$ cat src/i2c_access_pkg.sv
// Shared constants and types for the I2C pending-register access block
package i2c_access_pkg;

    // Bus addressing
    localparam logic [6:0] DEV_ADDR      = 7'h64;   // Seven-bit slave address 1100100
    localparam int         BYTE_BITS     = 8;       // Bits per frame
    localparam logic [3:0] BIT_CNT_FULL  = 4'h8;    // Bit count at the end of a frame
    localparam int         WORD_BITS     = 16;      // Every register transfer is two bytes

    // Sub-address pointer values
    localparam logic [7:0] SUB_A         = 8'h01;   // Write-only command register A
    localparam logic [7:0] SUB_B         = 8'h02;   // Read-write control register B
    localparam logic [7:0] SUB_C         = 8'h03;   // Status register C
    localparam logic [7:0] SUB_D         = 8'h04;   // Status register D
    localparam logic [7:0] SUB_E         = 8'h05;   // Status register E
    localparam logic [7:0] SUB_F         = 8'h06;   // Status register F
    localparam logic [7:0] SUB_G         = 8'h07;   // Status register G
    localparam logic [7:0] SUB_H         = 8'h08;   // Write-only command register H

    // Reset values
    localparam logic [7:0]  PTR_RESET    = 8'h00;   // Pointer after reset
    localparam logic [15:0] CMD_RESET    = 16'h0000; // Command and pending words after reset
    localparam logic [15:0] UNMAPPED_VAL = 16'h0000; // Read value of an unused pointer
    localparam int          CAUSE_BITS   = 4;       // Latched interrupt cause field C[3:0]

    // Read-only status words as sampled from the measurement engines
    typedef struct packed {
        logic [15:0] c;                              // Status C
        logic [15:0] d;                              // Status D
        logic [15:0] e;                              // Status E
        logic [15:0] f;                              // Status F
        logic [15:0] g;                              // Status G
    } status_bank_t;

    // Writable command words
    typedef struct packed {
        logic [15:0] a;                              // Command A
        logic [15:0] b;                              // Control B
        logic [15:0] h;                              // Command H
    } cmd_bank_t;

    // Protocol engine states
    typedef enum logic [3:0] {
        ST_IDLE,                                     // Waiting for START
        ST_ADDR,                                     // Receiving address byte
        ST_ADDR_ACK,                                 // Driving address acknowledge
        ST_SUB,                                      // Receiving sub-address
        ST_SUB_ACK,                                  // Driving sub-address acknowledge
        ST_DATA,                                     // Receiving a data byte
        ST_DATA_ACK,                                 // Driving data acknowledge
        ST_RD,                                       // Shifting out a read byte
        ST_RD_SLOT,                                  // Released line in master ack slot
        ST_RD_DONE                                   // Line held released until START/STOP
    } i2c_state_t;

endpackage : i2c_access_pkg

$ cat src/i2c_pending_access.sv
// I2C slave with sub-address pointer, pending writes committed on STOP, and status snapshots
// Notes on behaviour
// - Ack write address, next byte is sub-address
// - Pointer loads when sub-address ack is driven
// - Data pair stored when the high byte's ack is driven
// - Sub-address and pair may repeat indefinitely
// - Keep latest pending data until STOP
// - STOP copies all pending into command registers
// - Read returns only register at current pointer
// - Ack read address, send low byte first
// - Release line in ack slots and after
// - Never acknowledge data bytes in a read
// - Write-only read shows pending if modified
// - Read-write register reads committed value
// - Status snapshot taken at read-address ack
// - Busy at ack reports previous finished result
// - Alarm drives interrupt low, freezes C[3:0]
// - Clearing interrupt releases cause, snapshots resume
// - Respond to address 1100100, LSB selects direction
// - Two bytes, low first, MSB first
// - Never drive or stretch the clock line
`timescale 1ns/1ps
`default_nettype none

module i2c_pending_access (
    input  wire logic                         clock_in,       // 100 MHz system clock
    input  wire logic                         reset_in,       // Synchronous reset, active high
    input  wire logic                         scl_in,         // Serial clock pin level
    input  wire logic                         sda_in,         // Serial data pin level
    output var  logic                         sda_out,        // Data value when driven, always low
    output var  logic                         sda_oe_out,     // High while pulling data low
    input  wire i2c_access_pkg::status_bank_t status_live_in, // Live status from engines
    input  wire logic                         busy_in,        // Conversion or current pulse running
    input  wire logic                         done_in,        // Conversion or pulse finished, pulse
    input  wire logic                         alarm_in,       // Alarm or fault event, pulse
    input  wire logic                         irq_clear_in,   // Interrupt cleared by master, pulse
    output var  i2c_access_pkg::cmd_bank_t    cmd_out,        // Command registers in effect
    output var  logic                         commit_out,     // One-cycle pulse on STOP commit
    output var  logic                         irq_n_out       // Interrupt request, active low
);

    import i2c_access_pkg::*;

    // Filtered pin levels and their previous values
    logic         scl_f;                             // Filtered clock level
    logic         sda_f;                             // Filtered data level
    logic         scl_p_q;                           // Clock level one cycle earlier
    logic         sda_p_q;                           // Data level one cycle earlier
    logic         scl_rise;                          // Clock rising edge
    logic         scl_fall;                          // Clock falling edge
    logic         start_det;                         // START or repeated START
    logic         stop_det;                          // STOP

    // Protocol engine
    i2c_state_t   state_q;                           // Current state
    logic [3:0]   bit_cnt_q;                         // Bits seen in the current frame
    logic [7:0]   rx_q;                              // Receive shift register
    logic [7:0]   ptr_q;                             // Sub-address pointer
    logic [7:0]   low_byte_q;                        // First data byte of a pair
    logic         second_q;                          // Next data byte is the high byte
    logic [15:0]  tx_q;                              // Transmit shift register
    logic         tx_second_q;                       // Second read byte in progress

    // Pending and committed words
    cmd_bank_t    pend_q;                            // Pending command words
    logic [2:0]   mod_q;                             // Modified since STOP: a, b, h
    logic         pair_done;                         // Data pair acknowledged this cycle

    // Status snapshot and interrupt
    status_bank_t snap_q;                            // Last status snapshot
    logic [CAUSE_BITS-1:0] cause_q;                  // Frozen cause bits
    logic         irq_q;                             // Interrupt pending
    logic         rd_ack;                            // Read address acknowledged this cycle
    status_bank_t view;                              // Status visible to a read
    logic [15:0]  rd_word;                           // Word selected for a read

    // Both lines are sampled through filters; the clock pin has no output at all
    pin_filter #(.RESET_LEVEL(1'b1)) scl_filt (
        .clock_in  (clock_in),
        .reset_in  (reset_in),
        .pin_in    (scl_in),
        .level_out (scl_f)
    );

    pin_filter #(.RESET_LEVEL(1'b1)) sda_filt (
        .clock_in  (clock_in),
        .reset_in  (reset_in),
        .pin_in    (sda_in),
        .level_out (sda_f)
    );

    // Previous levels for edge detection
    always_ff @(posedge clock_in) begin
        if (reset_in) begin
            scl_p_q <= 1'b1;
            sda_p_q <= 1'b1;
        end else begin
            scl_p_q <= scl_f;
            sda_p_q <= sda_f;
        end
    end

    // Bus events
    always_comb begin
        scl_rise  = scl_f & ~scl_p_q;
        scl_fall  = ~scl_f & scl_p_q;
        start_det = scl_f & scl_p_q & sda_p_q & ~sda_f;
        stop_det  = scl_f & scl_p_q & ~sda_p_q & sda_f;
    end

    // Address match at the end of the address frame
    logic addr_hit;                                  // Address bits equal ours
    always_comb begin
        addr_hit  = (rx_q[7:1] == DEV_ADDR);
        rd_ack    = (state_q == ST_ADDR) && scl_fall && (bit_cnt_q == BIT_CNT_FULL) && addr_hit && rx_q[0];
        pair_done = (state_q == ST_DATA) && scl_fall && (bit_cnt_q == BIT_CNT_FULL) && second_q;
    end

    // Status seen by a read: live at ack unless an engine is busy
    always_comb begin
        view = snap_q;
        if (rd_ack && !busy_in) begin
            view = status_live_in;
        end
        if (irq_q) begin
            view.c[CAUSE_BITS-1:0] = cause_q;
        end
    end

    // Word returned for the current pointer
    always_comb begin
        case (ptr_q)
            SUB_A:   rd_word = mod_q[2] ? pend_q.a : cmd_out.a;
            SUB_B:   rd_word = cmd_out.b;
            SUB_H:   rd_word = mod_q[0] ? pend_q.h : cmd_out.h;
            SUB_C:   rd_word = view.c;
            SUB_D:   rd_word = view.d;
            SUB_E:   rd_word = view.e;
            SUB_F:   rd_word = view.f;
            SUB_G:   rd_word = view.g;
            default: rd_word = UNMAPPED_VAL;
        endcase
    end

    // Protocol state machine
    always_ff @(posedge clock_in) begin
        if (reset_in) begin
            state_q     <= ST_IDLE;
            bit_cnt_q   <= 4'h0;
            second_q    <= 1'b0;
            tx_second_q <= 1'b0;
        end else if (start_det) begin
            // A START abandons any half pair without storing it
            state_q   <= ST_ADDR;
            bit_cnt_q <= 4'h0;
            second_q  <= 1'b0;
        end else if (stop_det) begin
            state_q   <= ST_IDLE;
            second_q  <= 1'b0;
        end else begin
            case (state_q)
                ST_ADDR, ST_SUB, ST_DATA: begin
                    // Count bits on rising edges
                    if (scl_rise) begin
                        bit_cnt_q <= bit_cnt_q + 4'h1;
                    end else if (scl_fall && bit_cnt_q == BIT_CNT_FULL) begin
                        bit_cnt_q <= 4'h0;
                        if (state_q == ST_ADDR) begin
                            state_q <= addr_hit ? ST_ADDR_ACK : ST_IDLE;
                        end else if (state_q == ST_SUB) begin
                            state_q <= ST_SUB_ACK;
                        end else begin
                            state_q <= ST_DATA_ACK;
                        end
                    end
                end
                ST_ADDR_ACK: begin
                    // Address ack ends; read goes straight to transmit
                    if (scl_fall) begin
                        state_q     <= rx_q[0] ? ST_RD : ST_SUB;
                        tx_second_q <= 1'b0;
                    end
                end
                ST_SUB_ACK: begin
                    if (scl_fall) begin
                        state_q  <= ST_DATA;
                        second_q <= 1'b0;
                    end
                end
                ST_DATA_ACK: begin
                    // After the high byte a new sub-address follows
                    if (scl_fall) begin
                        state_q  <= second_q ? ST_DATA : ST_SUB;
                    end
                end
                ST_RD: begin
                    if (scl_rise) begin
                        bit_cnt_q <= bit_cnt_q + 4'h1;
                    end else if (scl_fall && bit_cnt_q == BIT_CNT_FULL) begin
                        bit_cnt_q <= 4'h0;
                        state_q   <= ST_RD_SLOT;
                    end
                end
                ST_RD_SLOT: begin
                    // Master ack or nack has no consequence
                    if (scl_fall) begin
                        state_q     <= tx_second_q ? ST_RD_DONE : ST_RD;
                        tx_second_q <= 1'b1;
                    end
                end
                ST_RD_DONE: begin
                    state_q <= ST_RD_DONE;
                end
                default: begin
                    state_q <= ST_IDLE;
                end
            endcase
            // Track which byte of a pair comes next
            if (state_q == ST_DATA && scl_fall && bit_cnt_q == BIT_CNT_FULL) begin
                second_q <= ~second_q;
            end
        end
    end

    // Receive shift register, MSB first
    always_ff @(posedge clock_in) begin
        if (reset_in) begin
            rx_q <= 8'h00;
        end else if (scl_rise && (state_q == ST_ADDR || state_q == ST_SUB || state_q == ST_DATA)) begin
            rx_q <= {rx_q[6:0], sda_f};
        end
    end

    // Pointer and first data byte
    always_ff @(posedge clock_in) begin
        if (reset_in) begin
            ptr_q      <= PTR_RESET;
            low_byte_q <= 8'h00;
        end else if (scl_fall && bit_cnt_q == BIT_CNT_FULL) begin
            if (state_q == ST_SUB) begin
                ptr_q <= rx_q;
            end else if (state_q == ST_DATA && !second_q) begin
                low_byte_q <= rx_q;
            end
        end
    end

    // Pending words and their modified flags
    always_ff @(posedge clock_in) begin
        if (reset_in) begin
            pend_q <= '{a: CMD_RESET, b: CMD_RESET, h: CMD_RESET};
            mod_q  <= 3'b000;
        end else if (stop_det) begin
            mod_q <= 3'b000;
        end else if (pair_done) begin
            // Latest pair wins for each location
            case (ptr_q)
                SUB_A: begin
                    pend_q.a <= {rx_q, low_byte_q};
                    mod_q[2] <= 1'b1;
                end
                SUB_B: begin
                    pend_q.b <= {rx_q, low_byte_q};
                    mod_q[1] <= 1'b1;
                end
                SUB_H: begin
                    pend_q.h <= {rx_q, low_byte_q};
                    mod_q[0] <= 1'b1;
                end
                default: begin
                    mod_q <= mod_q;
                end
            endcase
        end
    end

    // Command registers update only on STOP
    always_ff @(posedge clock_in) begin
        if (reset_in) begin
            cmd_out    <= '{a: CMD_RESET, b: CMD_RESET, h: CMD_RESET};
            commit_out <= 1'b0;
        end else begin
            commit_out <= stop_det;
            if (stop_det) begin
                cmd_out <= pend_q;
            end
        end
    end

    // Transmit shift register, low byte first, MSB first
    always_ff @(posedge clock_in) begin
        if (reset_in) begin
            tx_q <= 16'h0000;
        end else if (rd_ack) begin
            tx_q <= {rd_word[7:0], rd_word[15:8]};
        end else if (state_q == ST_RD && scl_fall && bit_cnt_q != 4'h0 && bit_cnt_q != BIT_CNT_FULL) begin
            tx_q <= {tx_q[14:0], 1'b0};
        end else if (state_q == ST_RD_SLOT && scl_fall) begin
            tx_q <= {tx_q[14:0], 1'b0};
        end
    end

    // Data line driver, open drain
    always_ff @(posedge clock_in) begin
        if (reset_in) begin
            sda_oe_out <= 1'b0;
            sda_out    <= 1'b0;
        end else if (start_det || stop_det) begin
            sda_oe_out <= 1'b0;
        end else if (scl_fall) begin
            case (state_q)
                ST_ADDR:     sda_oe_out <= (bit_cnt_q == BIT_CNT_FULL) && addr_hit;
                ST_SUB:      sda_oe_out <= (bit_cnt_q == BIT_CNT_FULL);
                ST_DATA:     sda_oe_out <= (bit_cnt_q == BIT_CNT_FULL);
                ST_ADDR_ACK: sda_oe_out <= rx_q[0] && !tx_q[15];
                ST_RD: begin
                    // Never ack in a read; release after the eighth bit
                    if (bit_cnt_q == BIT_CNT_FULL) begin
                        sda_oe_out <= 1'b0;
                    end else if (bit_cnt_q != 4'h0) begin
                        sda_oe_out <= !tx_q[14];
                    end
                end
                ST_RD_SLOT:  sda_oe_out <= !tx_second_q && !tx_q[14];
                default:     sda_oe_out <= 1'b0;
            endcase
        end
    end

    // Status snapshot at ack, engine completion or interrupt
    always_ff @(posedge clock_in) begin
        if (reset_in) begin
            snap_q <= '0;
        end else if ((rd_ack && !busy_in) || done_in || alarm_in) begin
            snap_q <= status_live_in;
        end
    end

    // Interrupt flag and frozen cause; a new alarm wins over a clear
    always_ff @(posedge clock_in) begin
        if (reset_in) begin
            irq_q     <= 1'b0;
            cause_q   <= '0;
            irq_n_out <= 1'b1;
        end else begin
            if (alarm_in && !irq_q) begin
                irq_q   <= 1'b1;
                cause_q <= status_live_in.c[CAUSE_BITS-1:0];
            end else if (alarm_in) begin
                irq_q   <= 1'b1;
            end else if (irq_clear_in) begin
                irq_q   <= 1'b0;
                cause_q <= '0;
            end
            // Pin follows the flag's next value, so a clear shows one edge later just as an alarm does
            irq_n_out <= ~(alarm_in | (irq_q & ~irq_clear_in));
        end
    end

endmodule : i2c_pending_access

`default_nettype wire

$ cat src/pin_filter.sv
// Three-stage pin synchroniser with agreement filter
`timescale 1ns/1ps
`default_nettype none

module pin_filter #(
    parameter logic RESET_LEVEL = 1'b1                // Level shown during reset
) (
    input  wire logic clock_in,                      // System clock
    input  wire logic reset_in,                      // Synchronous reset, active high
    input  wire logic pin_in,                        // Asynchronous pin level
    output var  logic level_out                      // Filtered level
);

    logic stage1_q;                                  // First stage, read only by stage two
    logic stage2_q;                                  // Second stage
    logic stage3_q;                                  // Third stage

    // Synchroniser chain
    always_ff @(posedge clock_in) begin
        if (reset_in) begin
            stage1_q <= RESET_LEVEL;
            stage2_q <= RESET_LEVEL;
            stage3_q <= RESET_LEVEL;
        end else begin
            stage1_q <= pin_in;
            stage2_q <= stage1_q;
            stage3_q <= stage2_q;
        end
    end

    // Accept a change only once stages two and three agree
    always_ff @(posedge clock_in) begin
        if (reset_in) begin
            level_out <= RESET_LEVEL;
        end else if (stage2_q == stage3_q) begin
            level_out <= stage3_q;
        end
    end

endmodule : pin_filter

`default_nettype wire

$ cat config.mk
export PLATFORM = sky130hd
export DESIGN_NAME = i2c_pending_access
export DESIGN_NICKNAME = d
export VERILOG_FILES = /design/src/i2c_access_pkg.sv /design/src/i2c_pending_access.sv /design/src/pin_filter.sv
export SDC_FILE = /design/constraint.sdc
export NUM_CORES = 1
export LEC_CHECK = 0
export ABC_CLOCK_PERIOD_IN_PS = 6650
export BUFFER_PORTS_ARGS = -buffer_cell sky130_fd_sc_hd__buf_4
export CAP_MARGIN = 20
export CORE_MARGIN = 2
export CORE_UTILIZATION = 35
export CTS_CLUSTER_SIZE = 25
export DETAILED_ROUTE_END_ITERATION = 12
export GPL_TIMING_DRIVEN = 0
export MAX_ROUTING_LAYER = met4
export PLACE_DENSITY_LB_ADDON = 0.1
export SYNTH_ARGS = -nofsm -noshare
export SYNTH_HDL_FRONTEND = slang
export SYNTH_SLANG_ARGS = --single-unit
$ cat constraint.sdc
create_clock -name clock_in -period 6.65 [get_ports clock_in]
set_clock_uncertainty 0.05 [all_clocks]
set_input_delay 0.3325 -clock clock_in [delete_from_list [all_inputs] [get_ports clock_in]]
set_output_delay 0.3325 -clock clock_in [all_outputs]
set_load 0.02 [all_outputs]
==> results.py, run 1 <==
metrics = {
    "outcome": {
        "status": "completed",
    },
    "logic_synthesis": {
        "avgSynthCellArea_um2": 8.08,
        "synthCells": 1431,
        "yosys_most_used_dff": "dfxtp_1",
        "synth-seq-area-share_pct": 42.6,
        "ys_async_sr_fraction_pct": 0,
        "synth-edff-count": 0,
        "synth_cell_type_count": 82,
        "ys_warn_count": 0,
        "synthesis.nets": 1521,
        "ys_seq_elements": 246,
        "netlist_area_um2": 11600,
    },
    "worst_setup_path": {
        "crit_top_cell": "clkbuf_1",
        "reg2reg_from": "rx_q[2]$_SDFFE_PP0P_",
        "crit_path_top_delay_cell": "nor3_4",
        "path_class": "flip-flop to flip-flop",
        "critical_path.cell_chain": "clkbuf_1 > and4bb_1 > nand4_4 > nor3_4 > clkbuf_1 > nor3_1 > a31oi_1 > a21oi_1",
        "arrival_ns": 3.57,
        "r2r_end": "tx_q[15]$_SDFFE_PP0P_",
        "reg2reg_slack_ns": 3.45,
        "cp-startpoint": "rx_q[2]$_SDFFE_PP0P_",
        "cp_data_required_time_ns": 7.03,
        "worst-r2r-cell-count": 8,
        "crit_path_end_kind": "flip-flop",
        "cp_max_fo": 10,
        "crit_path_start_kind": "flip-flop",
        "cp_slowest_stage_delay_ns": 0.68,
    },
    "pwr": {
        "leakage_nw": 5.64,
        "irDropWorstVdd_v": 0.000186,
        "p_seq_share_pct": 45.5,
        "combPwrFrac_pct": 6.6,
        "p_per_area_nw_per_um2": 227,
        "clkPwrFrac_pct": 48.0,
        "switching_share_pct": 23.5,
        "total_power_mw": 3.36,
        "switchingPower_mw": 0.788,
        "intPower_mw": 2.57,
    },
    "run": {
        "maxCapViolations": 0,
    },
    "global_routing": {
        "antenna_found_initial": 0,
        "grt_pass1_vias": 10800,
        "globalRouteOverflowTotal": 0,
        "grt_start_max_net_pins": 15,
        "grt_pass1_wl_um": 67300,
        "grt_usage_pct": 26.8,
    },
    "clocking": {
        "cts_root_buf": "clkbuf_16",
        "postCtsSetupRepairBufs": 0,
        "clock_path_buffers": 3,
        "cts_tree": "built",
        "path_clk_slew_ns": 0.06,
        "cts_sinks": 246,
        "clk_latency_ns": 0.55,
        "ctsResizeCount": 0,
        "cts_buffers": 28,
        "htree_levels": 1,
        "cts_hold_buffers": 69,
    },
    "floorplan": {
        "dieWidth_um": 186,
        "start_util_pct": 35.5,
        "die_area_um2": 34500,
        "fp.coreArea_um2": 32500,
        "io_pins": 140,
        "die_y_um": 186,
        "core.rowCount": 66,
    },
    "timing": {
        "rsz0062_at_grt": "no",
        "whs_ns": 0.00752,
        "min_period_over_period_pct": 48.1,
        "hold_violations": 0,
        "tightest_slew_ns": 0.862,
        "tns_ns": 0,
        "setup_viol": 0,
        "clock.fmax_mhz": 313,
        "finalMaxSlewViolations": 0,
        "maxSlewHeadroom_pct": 42.1,
        "fin_crit_ns": 3.20,
    },
    "final_layout": {
        "final-instance-count-excl-fill": 2130,
        "utilization_pct": 45.4,
        "fill_cells": 3328,
        "num-nets-final": 1756,
        "n_antenna_cell": 0,
        "final_layout_size_suffix_gt1_share_pct": 16.7,
        "area_growth_pct": 27.8,
    },
    "routing": {
        "vias_per_cell": 5.37,
        "wirelength_um": 45700,
        "firstDrtPassIters": 6,
        "met2WireLength_um": 21100,
        "drtIter0Drc": 938,
        "wl_met1_um": 20200,
        "vias": 11400,
        "drc": 0,
        "met3WireLength_um": 3000,
        "post_drt_wl_per_cell_um": 21.4,
        "top_layer": "met4",
        "antenna_left": 0,
    },
    "hold_path": {
        "min_path_type": "input pin to flip-flop",
        "hold_end": "snap_q[75]$_SDFFE_PP0P_",
        "holdPathStages": 3,
        "min_from": "status_live_in[75]",
    },
    "place": {
        "numPortBuffers": 136,
        "place.gp.congestion": 0.908,
        "place_inst": 2009,
        "hpwl_um": 33100,
    },
}
power groups by stage:
stage / clock network, mW / registers [mW] / logic, mW
3_3_place_gp: 0 / 1.56 / 0.184
3_5_place_dp: 0 / 1.56 / 0.186
6_report: 1.61 / 1.53 / 0.221
4_1_cts: 1.63 / 1.52 / 0.219
2_1_floorplan: 0 / 1.55 / 0.0905
5_1_grt: 1.69 / 1.53 / 0.239
through the flow:
step / cell area [µm²] / worst slack (ns)
after CTS: 14800 / 3.43
after global placement: 13100 / 3.45
after floorplan: 11600 / 4.55
after detailed placement: 13100 / 3.44
after global routing: 14800 / 3.41
final: 14800 / 3.45
flip-flops by register name (all words and copies together), names as in the netlist, 2 cells and up:
register    count
cmd_out        48
state_q         4
mod_q           2
cause_q         4
tx_q           16
rx_q            8
snap_q         80
pend_q         48
bit_cnt_q       4
low_byte_q      8
ptr_q           8
area by class of cell:
class                      instances  area (µm²)  area share [%]
buffer                           114         508            3.44
clock buffer                      40         806            5.45
clock inverter                    12         146           0.991
inverter                          18        67.6           0.457
multi-input combinational       1053        6060            41.0
sequential                       246        4920            33.3
tap                              442         553            3.74
timing repair buffer             205        1710            11.6
routing by layer:
metal	track usage (%)	up-vias
li1	-	5434
met1	35.6	5507
met2	42.6	434
met3	3.56	64
met4	8.13	0
met5	-	-
Yosys cell counts, types with 9 or more instances:
cell type,count,share of area [%]
a21oi_1,214,9.3
nor2b_1,11,0.60
clkbuf_1,73,2.4
o22ai_1,10,0.54
nor2_1,97,3.2
mux2_2,24,2.3
a22oi_1,18,1.2
nor3_1,18,0.78
mux2i_1,85,7.4
a31oi_1,9,0.49
dfxtp_1,246,43
nand3_1,19,0.82
buf_4,12,0.78
o21ai_0,31,1.3
a22o_1,13,0.99
inv_1,18,0.58
buf_2,22,0.95
nand2_1,362,12
or2_2,9,0.49
logic make-up (layout without fill, tap and decap cells):
family / count (synthesis) / in the layout / share of synthesized area, %
AOI/OAI and AO/OA: 362 / 362 / 18.9
xor gates and xnor gates: 3 / 3 / 0.227
adders and majority gates: 2 / 2 / 0.217
buffers and inverters: 132 / 389 / 4.98
DFF: 246 / 246 / 42.6
muxes: 117 / 117 / 11.3
other: 1 / 1 / 0.0325
and+or+nand+nor: 568 / 568 / 21.8
cells in the final DEF, fill, tap and decap left out, drive strengths merged, types with 3 or more instances in the layout:
| cell type | n |
|---|---|
| bufinv | 3 |
| or3 | 4 |
| clkbuf | 113 |
| a221o | 3 |
| o31ai | 3 |
| o21bai | 4 |
| o22ai | 10 |
| clkinv | 9 |
| a31o | 3 |
| nand3 | 20 |
| o211ai | 3 |
| nor3b | 4 |
| and2 | 3 |
| o221ai | 5 |
| mux4 | 8 |
| nor4 | 7 |
| nor2 | 99 |
| o2bb2ai | 8 |
| nand2b | 6 |
| a221oi | 5 |
| dlygate4sd3 | 69 |
| or2 | 10 |
| a22o | 13 |
| a21oi | 214 |
| mux2 | 24 |
| nand4 | 4 |
| o21a | 3 |
| a22oi | 18 |
| nor3 | 22 |
| a31oi | 9 |
| and3 | 3 |
| nor2b | 11 |
| inv | 18 |
| buf | 177 |
| dfxtp | 246 |
| a32oi | 8 |
| and4bb | 4 |
| o21ai | 32 |
| nand2 | 363 |
| mux2i | 85 |
critical path, delay by kind of cell, from the launching register on:
family	cells	cell delay [ns]
DFF	1	0.30
and+or+nand+nor	4	1.37
buffers and inverters	2	0.87
AOI/OAI and AO/OA	2	0.47
how the worst max path moves through the flow:
stage,endpoint,cells after the start
global placement,tx_q[15]$_SDFFE_PP0P_,8
CTS,tx_q[15]$_SDFFE_PP0P_,8
global route,tx_q[15]$_SDFFE_PP0P_,8
floorplan,tx_q[14]$_SDFFE_PP0P_,9
detailed placement,tx_q[15]$_SDFFE_PP0P_,8
finish,tx_q[15]$_SDFFE_PP0P_,8
Note: power is estimated with default switching activity, not from simulation.
==> run 2: changes to the inputs <==
--- a/config.mk
+++ b/config.mk
@@ -5,7 +5,8 @@
 export SDC_FILE = /design/constraint.sdc
 export NUM_CORES = 1
 export LEC_CHECK = 0
-export ABC_CLOCK_PERIOD_IN_PS = 6650
+export ABC_AREA = 1
+export ABC_CLOCK_PERIOD_IN_PS = 3100
 export BUFFER_PORTS_ARGS = -buffer_cell sky130_fd_sc_hd__buf_4
 export CAP_MARGIN = 20
 export CORE_MARGIN = 2
==> constraint.sdc (replaced) <==
create_clock -name clock_in -period 3.1 [get_ports clock_in]
set_clock_uncertainty 0.05 [all_clocks]
set_input_delay 0.155 -clock clock_in [delete_from_list [all_inputs] [get_ports clock_in]]
set_output_delay 0.155 -clock clock_in [all_outputs]
set_load 0.02 [all_outputs]
==> run 2 against run 1 <==
Combinational power increased to 3.4 times the previous value. Cell area up 2.6%. Worst hold slack better by 0.0021 ns. Area after synthesis up 1.2%. First-iteration DRC count grew 7.8%. Count of clock-buffer cells in the layout grew 1. Critical path depth unchanged. Sequential share of layout area down 0.84 points. Largest cell class unchanged.
==> results.py, run 2 <==
metrics = {
    "outcome": {
        "status": "completed",
    },
    "logic_synthesis": {
        "synthCells": 1688,
        "avgSynthCellArea_um2": 6.93,
        "yosys_most_used_dff": "dfxtp_1",
        "yosysTopAreaCell": "dfxtp_1",
        "netlist_area_um2": 11700,
        "synthesis.nets": 1778,
        "synth-edff-count": 0,
        "ys_seq_elements": 246,
        "ys_warn_count": 0,
        "ys_async_sr_fraction_pct": 0,
        "synth.most_common_cell": "nand2_1",
        "ys_top_cells_by_count": "nand2_1 (302), dfxtp_1 (246), inv_1 (243), a21oi_1 (187), o21ai_0 (187)",
        "synth_cell_type_count": 38,
        "yosys-top-cells-area": "dfxtp_1 (42%), nand2_1 (9.7%), a21oi_1 (8.0%)",
        "synth-seq-area-share_pct": 42.1,
        "synth_top_area_share_pct": 42.1,
    },
    "final_layout": {
        "fin_area_um2": 15200,
        "num-nets-final": 2034,
        "regArea_um2": 4920,
        "top_register": "snap_q",
        "largest_register_ff_count": 80,
        "utilization_pct": 46.3,
        "n_antenna_cell": 0,
        "largestRegisters": "snap_q (80), cmd_out (48), pend_q (48)",
        "area_growth_pct": 29.6,
        "final_common_cell": "nand2_1",
        "final_layout_size_suffix_gt1_share_pct": 14.3,
        "multi_input_area_um2": 5270,
        "mostFrequentLayoutCells": "nand2_1 (302), dfxtp_1 (246), inv_1 (243)",
        "fill_cells": 3379,
    },
    "clocking": {
        "clock_path_buffers": 3,
        "cts_buffers": 29,
        "postCtsSetupRepairBufs": 0,
        "clk_latency_ns": 0.57,
        "cts_tree": "built",
        "path_clk_slew_ns": 0.06,
        "cts_root_buf": "clkbuf_16",
        "htree_levels": 1,
        "cts_sinks": 246,
    },
    "worst_setup_path": {
        "arrival_ns": 3.08,
        "path_class": "input pin to flip-flop",
        "cp_max_fo": 10,
        "crit_path_top_delay_cell": "clkbuf_1",
        "crit_path_end_kind": "flip-flop",
        "cp_data_required_time_ns": 3.55,
        "cp_slowest_stage_delay_ns": 0.76,
        "crit_top_cell": "clkbuf_1",
        "critical_path.cell_chain": "dlygate4sd3_1 > buf_4 > inv_1 > clkbuf_1 > clkbuf_1 > clkbuf_1 > o21ai_0 > a21oi_1",
        "crit_path_start_kind": "input pin",
    },
    "timing": {
        "clock.fmax_mhz": 381,
        "setup_viol": 0,
        "rsz0062_at_grt": "no",
        "finalMaxSlewViolations": 0,
        "tightest_slew_ns": 0.922,
        "tns_ns": 0,
        "fin_crit_ns": 2.63,
        "hold_violations": 0,
        "fin_ws_ns": 0.472,
        "maxSlewHeadroom_pct": 38.5,
        "whs_ns": 0.00963,
        "min_period_over_period_pct": 84.8,
    },
    "place": {
        "place_area_um2": 13300,
        "place.gp.congestion": 0.904,
        "preCtsSetupSlack_ns": 0.508,
        "hpwl_um": 33600,
        "numPortBuffers": 138,
    },
    "routing": {
        "post_drt_wl_per_cell_um": 19.1,
        "vias_per_cell": 5.10,
        "wl_met1_um": 20400,
        "wirelength_um": 46100,
        "top_layer": "met4",
        "drc": 0,
        "vias": 12300,
        "drtIter0Drc": 1011,
        "met3WireLength_um": 2780,
        "met2WireLength_um": 20700,
        "firstDrtPassIters": 5,
        "antenna_left": 0,
    },
    "floorplan": {
        "die_y_um": 187,
        "fp.coreArea_um2": 32700,
        "io_pins": 140,
        "die_area_um2": 34900,
        "start_util_pct": 35.8,
        "core.rowCount": 66,
        "dieWidth_um": 187,
    },
    "global_routing": {
        "globalRouteOverflowTotal": 0,
        "grt_pass1_vias": 11700,
        "antenna_found_initial": 0,
        "grt_usage_pct": 26.4,
        "grt_start_max_net_pins": 16,
        "grt_pass1_wl_um": 69700,
    },
    "pwr": {
        "p_per_area_nw_per_um2": 507,
        "leakage_nw": 6.92,
        "irDropWorstVdd_v": 0.000392,
    },
    "run": {
        "maxCapViolations": 0,
    },
    "hold_path": {
        "min_path_type": "input pin to flip-flop",
    },
}
==> run 2: changes by cell type in the layout (fill, tap and decap cells not counted), moves of 18 or more <==
cell,previous run,this run
mux2i_1,85,6
o21ai_0,31,187
a21oi_1,214,187
mux2_2,24,0
buf_2,22,40
clkbuf_1,79,49
a22oi_1,18,0
o21ai_1,1,67
nand3_1,19,116
dlygate4sd3_1,69,87
nand2_1,362,302
nand4_1,3,59
inv_1,18,243
==> run 2: final timing paths <==
path | from | to | slack [ns] | cells past startpoint
setup / recovery | reset_in | ptr_q[6]$_SDFFE_PP0P_ | 0.47 | 8
hold / removal | alarm_in | cause_q[3]$_SDFFE_PP0P_ | 0.01 | 5
hold reg to reg | sda_filt.stage1_q$_SDFF_PP1_ | sda_filt.stage2_q$_SDFF_PP1_ | 0.36 | 1
setup reg to reg | ptr_q[5]$_SDFFE_PP0P_ | tx_q[13]$_SDFFE_PP0P_ | 0.50 | 12
==> run 2: what timing repair did <==
item	CTS	global route
hold endpoints to repair	92	0
hold buffers	87	0
gates resized for setup	0	0
==> run 2: cell type report <==
class	count	share of cell area, %
Sequential cell	246	32.5
Buffer	106	3.65
Tap cell	442	3.65
Multi-Input combinational cell	1083	34.8
Clock buffer	41	5.61
Timing Repair Buffer	225	12.6
Clock inverter	11	0.974
Inverter	253	6.27
==> run 2: cells by family after synthesis <==
family,count (synthesis),synth area share [%]
compound gates,473,21.3
other cells,1,0.0321
fa+ha+maj,2,0.214
flops,246,42.1
mux,6,0.513
simple gates,601,23.0
buf+inv,359,12.8
==> run 2: power breakdown <==
part           total [mW]  switching, mW  internal, mW
Sequential           3.33         0.0665          3.27
Clock                3.60           1.44          2.16
Combinational       0.759          0.445         0.315
==> run 2: worst max-delay path: cells and delay by family <==
kind,cells,cell delay [ns]
AO/OA/AOI/OAI,2,0.34
buffers and inverters,6,2.58
==> run 2: stage by stage <==
| step | cells | total power [mW] |
|---|---|---|
| after detailed placement | 2268 | 4.06 |
| after floorplan | 1688 | 3.80 |
| after CTS | 2407 | 7.74 |
| final | 2407 | 7.69 |
| after global placement | 2268 | 4.06 |
| after global routing | 2407 | 7.99 |
==> run 2: routing by layer <==
metal	vias to the layer above	global-route usage, %
met2	445	41.6
li1	6047	-
met5	-	-
met1	5688	34.2
met3	107	3.36
met4	0	11.3
==> run 3: changes to the inputs <==
--- a/config.mk
+++ b/config.mk
@@ -6,7 +6,7 @@
 export NUM_CORES = 1
 export LEC_CHECK = 0
 export ABC_AREA = 1
-export ABC_CLOCK_PERIOD_IN_PS = 3100
+export ABC_CLOCK_PERIOD_IN_PS = 2300
 export BUFFER_PORTS_ARGS = -buffer_cell sky130_fd_sc_hd__buf_4
 export CAP_MARGIN = 20
 export CORE_MARGIN = 2
==> constraint.sdc (replaced) <==
create_clock -name clock_in -period 2.3 [get_ports clock_in]
set_clock_uncertainty 0.05 [all_clocks]
set_input_delay 0.115 -clock clock_in [delete_from_list [all_inputs] [get_ports clock_in]]
set_output_delay 0.115 -clock clock_in [all_outputs]
set_load 0.02 [all_outputs]
==> run 3 against run 2 <==
The run now ends with negative hold slack, negative setup slack left. Register-to-register slack lost 0.54 ns. Core utilization grew 2.6 points. Setup slack lost 0.51 ns. Global-route usage grew 0.14 points. Largest power group unchanged.
==> results.py, run 3 (synthesized netlist as in run 2, its figures left out) <==
metrics = {
    "global_routing": {
        "grt_pass1_wl_um": 70000,
        "antenna_found_initial": 0,
        "globalRouteOverflowTotal": 0,
        "grt_start_max_net_pins": 16,
        "grt_usage_pct": 26.6,
        "grt_pass1_vias": 11900,
    },
    "routing": {
        "vias_per_cell": 5.15,
        "drc": 0,
        "drtIter0Drc": 986,
        "post_drt_wl_per_cell_um": 19.4,
        "firstDrtPassIters": 6,
        "wirelength_um": 47400,
        "antenna_left": 0,
        "vias": 12600,
    },
    "clocking": {
        "path_clk_slew_ns": 0.06,
        "cts_sinks": 246,
        "cts_root_buf": "clkbuf_16",
        "clk_latency_ns": 0.57,
        "cts_tree": "built",
        "clock_path_buffers": 3,
        "htree_levels": 1,
        "cts_buffers": 29,
    },
    "floorplan": {
        "die_y_um": 187,
        "fp.coreArea_um2": 32700,
        "io_pins": 140,
        "start_util_pct": 35.8,
        "die_area_um2": 34900,
        "core.rowCount": 66,
        "dieWidth_um": 187,
    },
    "place": {
        "place_inst": 2268,
        "hpwl_um": 33600,
        "preCtsSetupSlack_ns": -0.252,
        "place_area_um2": 13300,
        "numPortBuffers": 138,
        "place.gp.congestion": 0.904,
    },
    "final_layout": {
        "largestRegisters": "snap_q (80), cmd_out (48), pend_q (48)",
        "area_growth_pct": 36.9,
        "final-instance-count-excl-fill": 2441,
        "multi_input_area_um2": 5610,
        "mostFrequentLayoutCells": "nand2_1 (276), dfxtp_1 (244), inv_1 (235)",
        "n_antenna_cell": 0,
        "regArea_um2": 4930,
        "largest_register_ff_count": 80,
        "final_common_cell": "nand2_1",
        "top_register": "snap_q",
        "final_layout_size_suffix_gt1_share_pct": 19.8,
        "fill_cells": 3320,
        "utilization_pct": 49.0,
        "fin_area_um2": 16000,
        "num-nets-final": 2068,
    },
    "timing": {
        "min_period_over_period_pct": 102,
        "rsz0062_at_grt": "yes",
        "setup_viol": 6,
        "maxSlewHeadroom_pct": 38.9,
        "finalMaxSlewViolations": 0,
        "hold_violations": 1,
        "tightest_slew_ns": 0.916,
        "fin_ws_ns": -0.0370,
        "whs_ns": -0.0138,
        "fin_crit_ns": 2.34,
        "tns_ns": -0.0806,
        "clock.fmax_mhz": 428,
    },
    "worst_setup_path": {
        "crit_path_start_kind": "flip-flop",
        "arrival_ns": 2.79,
        "crit_path_end_kind": "flip-flop",
        "path_class": "flip-flop to flip-flop",
        "cp_max_fo": 8,
        "reg2reg_from": "bit_cnt_q[0]$_SDFFE_PP0P_",
        "crit_path_end": "tx_q[2]$_SDFFE_PP0P_",
        "reg2reg_slack_ns": -0.04,
        "cp-startpoint": "bit_cnt_q[0]$_SDFFE_PP0P_",
        "worst-r2r-cell-count": 16,
        "cp_data_required_time_ns": 2.75,
        "r2r_end": "tx_q[2]$_SDFFE_PP0P_",
    },
    "pwr": {
        "leakage_nw": 7.21,
        "total_power_mw": 10.4,
        "p_per_area_nw_per_um2": 649,
        "irDropWorstVdd_v": 0.000528,
    },
    "hold_path": {
        "holdPathStages": 6,
        "min_path_type": "input pin to flip-flop",
        "min_from": "alarm_in",
    },
    "run": {
        "maxCapViolations": 0,
    },
    "outcome": {
        "failed_checks": "negative hold slack, negative setup slack",
        "status": "finished, violations left",
    },
}
[run 3: layer usage]
metal	global-route usage [%]	wire, µm	share of wire [%]	vias up
met5	-	0	0	-
met4	11.5	2210	4.7	0
met3	3.28	3100	6.5	108
met2	41.8	21500	45	504
met1	34.4	20600	43	5835
li1	-	-	-	6122
[run 3: critical path: stages, from the launching register on]
cell	delay, ns
dfxtp_2	0.32
inv_2	0.09
ha_4	0.14
nand2_2	0.06
nor2_4	0.15
nand2_4	0.10
nor2_8	0.19
buf_6	0.14
nand3_4	0.21
buf_8	0.24
nand2_1	0.06
nand3_1	0.10
nand2_1	0.12
nor2_1	0.05
nand2_1	0.07
nand2_1	0.05
a21oi_1	0.11
[run 3: cell type report]
type                            instances  share of cell area, %
Buffer                                106                   4.19
Clock buffer                           41                   5.31
Clock inverter                         11                  0.922
Inverter                              253                   6.05
Multi-Input combinational cell       1084                   35.1
Sequential cell                       246                   30.8
Tap cell                              442                   3.45
Timing Repair Buffer                  258                   14.3
[run 3: what timing repair did]
action                     4_1_cts  5_1_grt
hold buffers                    90        0
buffers inserted                 3       21
setup endpoints to repair       89      159
resized for setup               42      107
pin swaps                        1       32
gates cloned                     0        7
hold endpoints to repair        92        0
[run 3: power by group]
part / leakage [nW] / switching [mW] / total [mW] / internal [mW]
sequential: 2.01 / 0.0902 / 4.49 / 4.40
combinational: 4.71 / 0.613 / 1.05 / 0.439
clock: 0.495 / 1.95 / 4.85 / 2.90
total: 7.21 / 2.65 / 10.4 / 7.75
[run 3: worst min-delay path by stage]
stage | slack, ns | end
floorplan | 0.17 | scl_filt.stage1_q$_SDFF_PP1_
global placement | 0.25 | scl_filt.stage1_q$_SDFF_PP1_
detailed placement | 0.25 | scl_filt.stage1_q$_SDFF_PP1_
CTS | 0.001 | snap_q[0]$_SDFFE_PP0P_
global route | 0.02 | snap_q[0]$_SDFFE_PP0P_
finish | -0.01 | snap_q[0]$_SDFFE_PP0P_
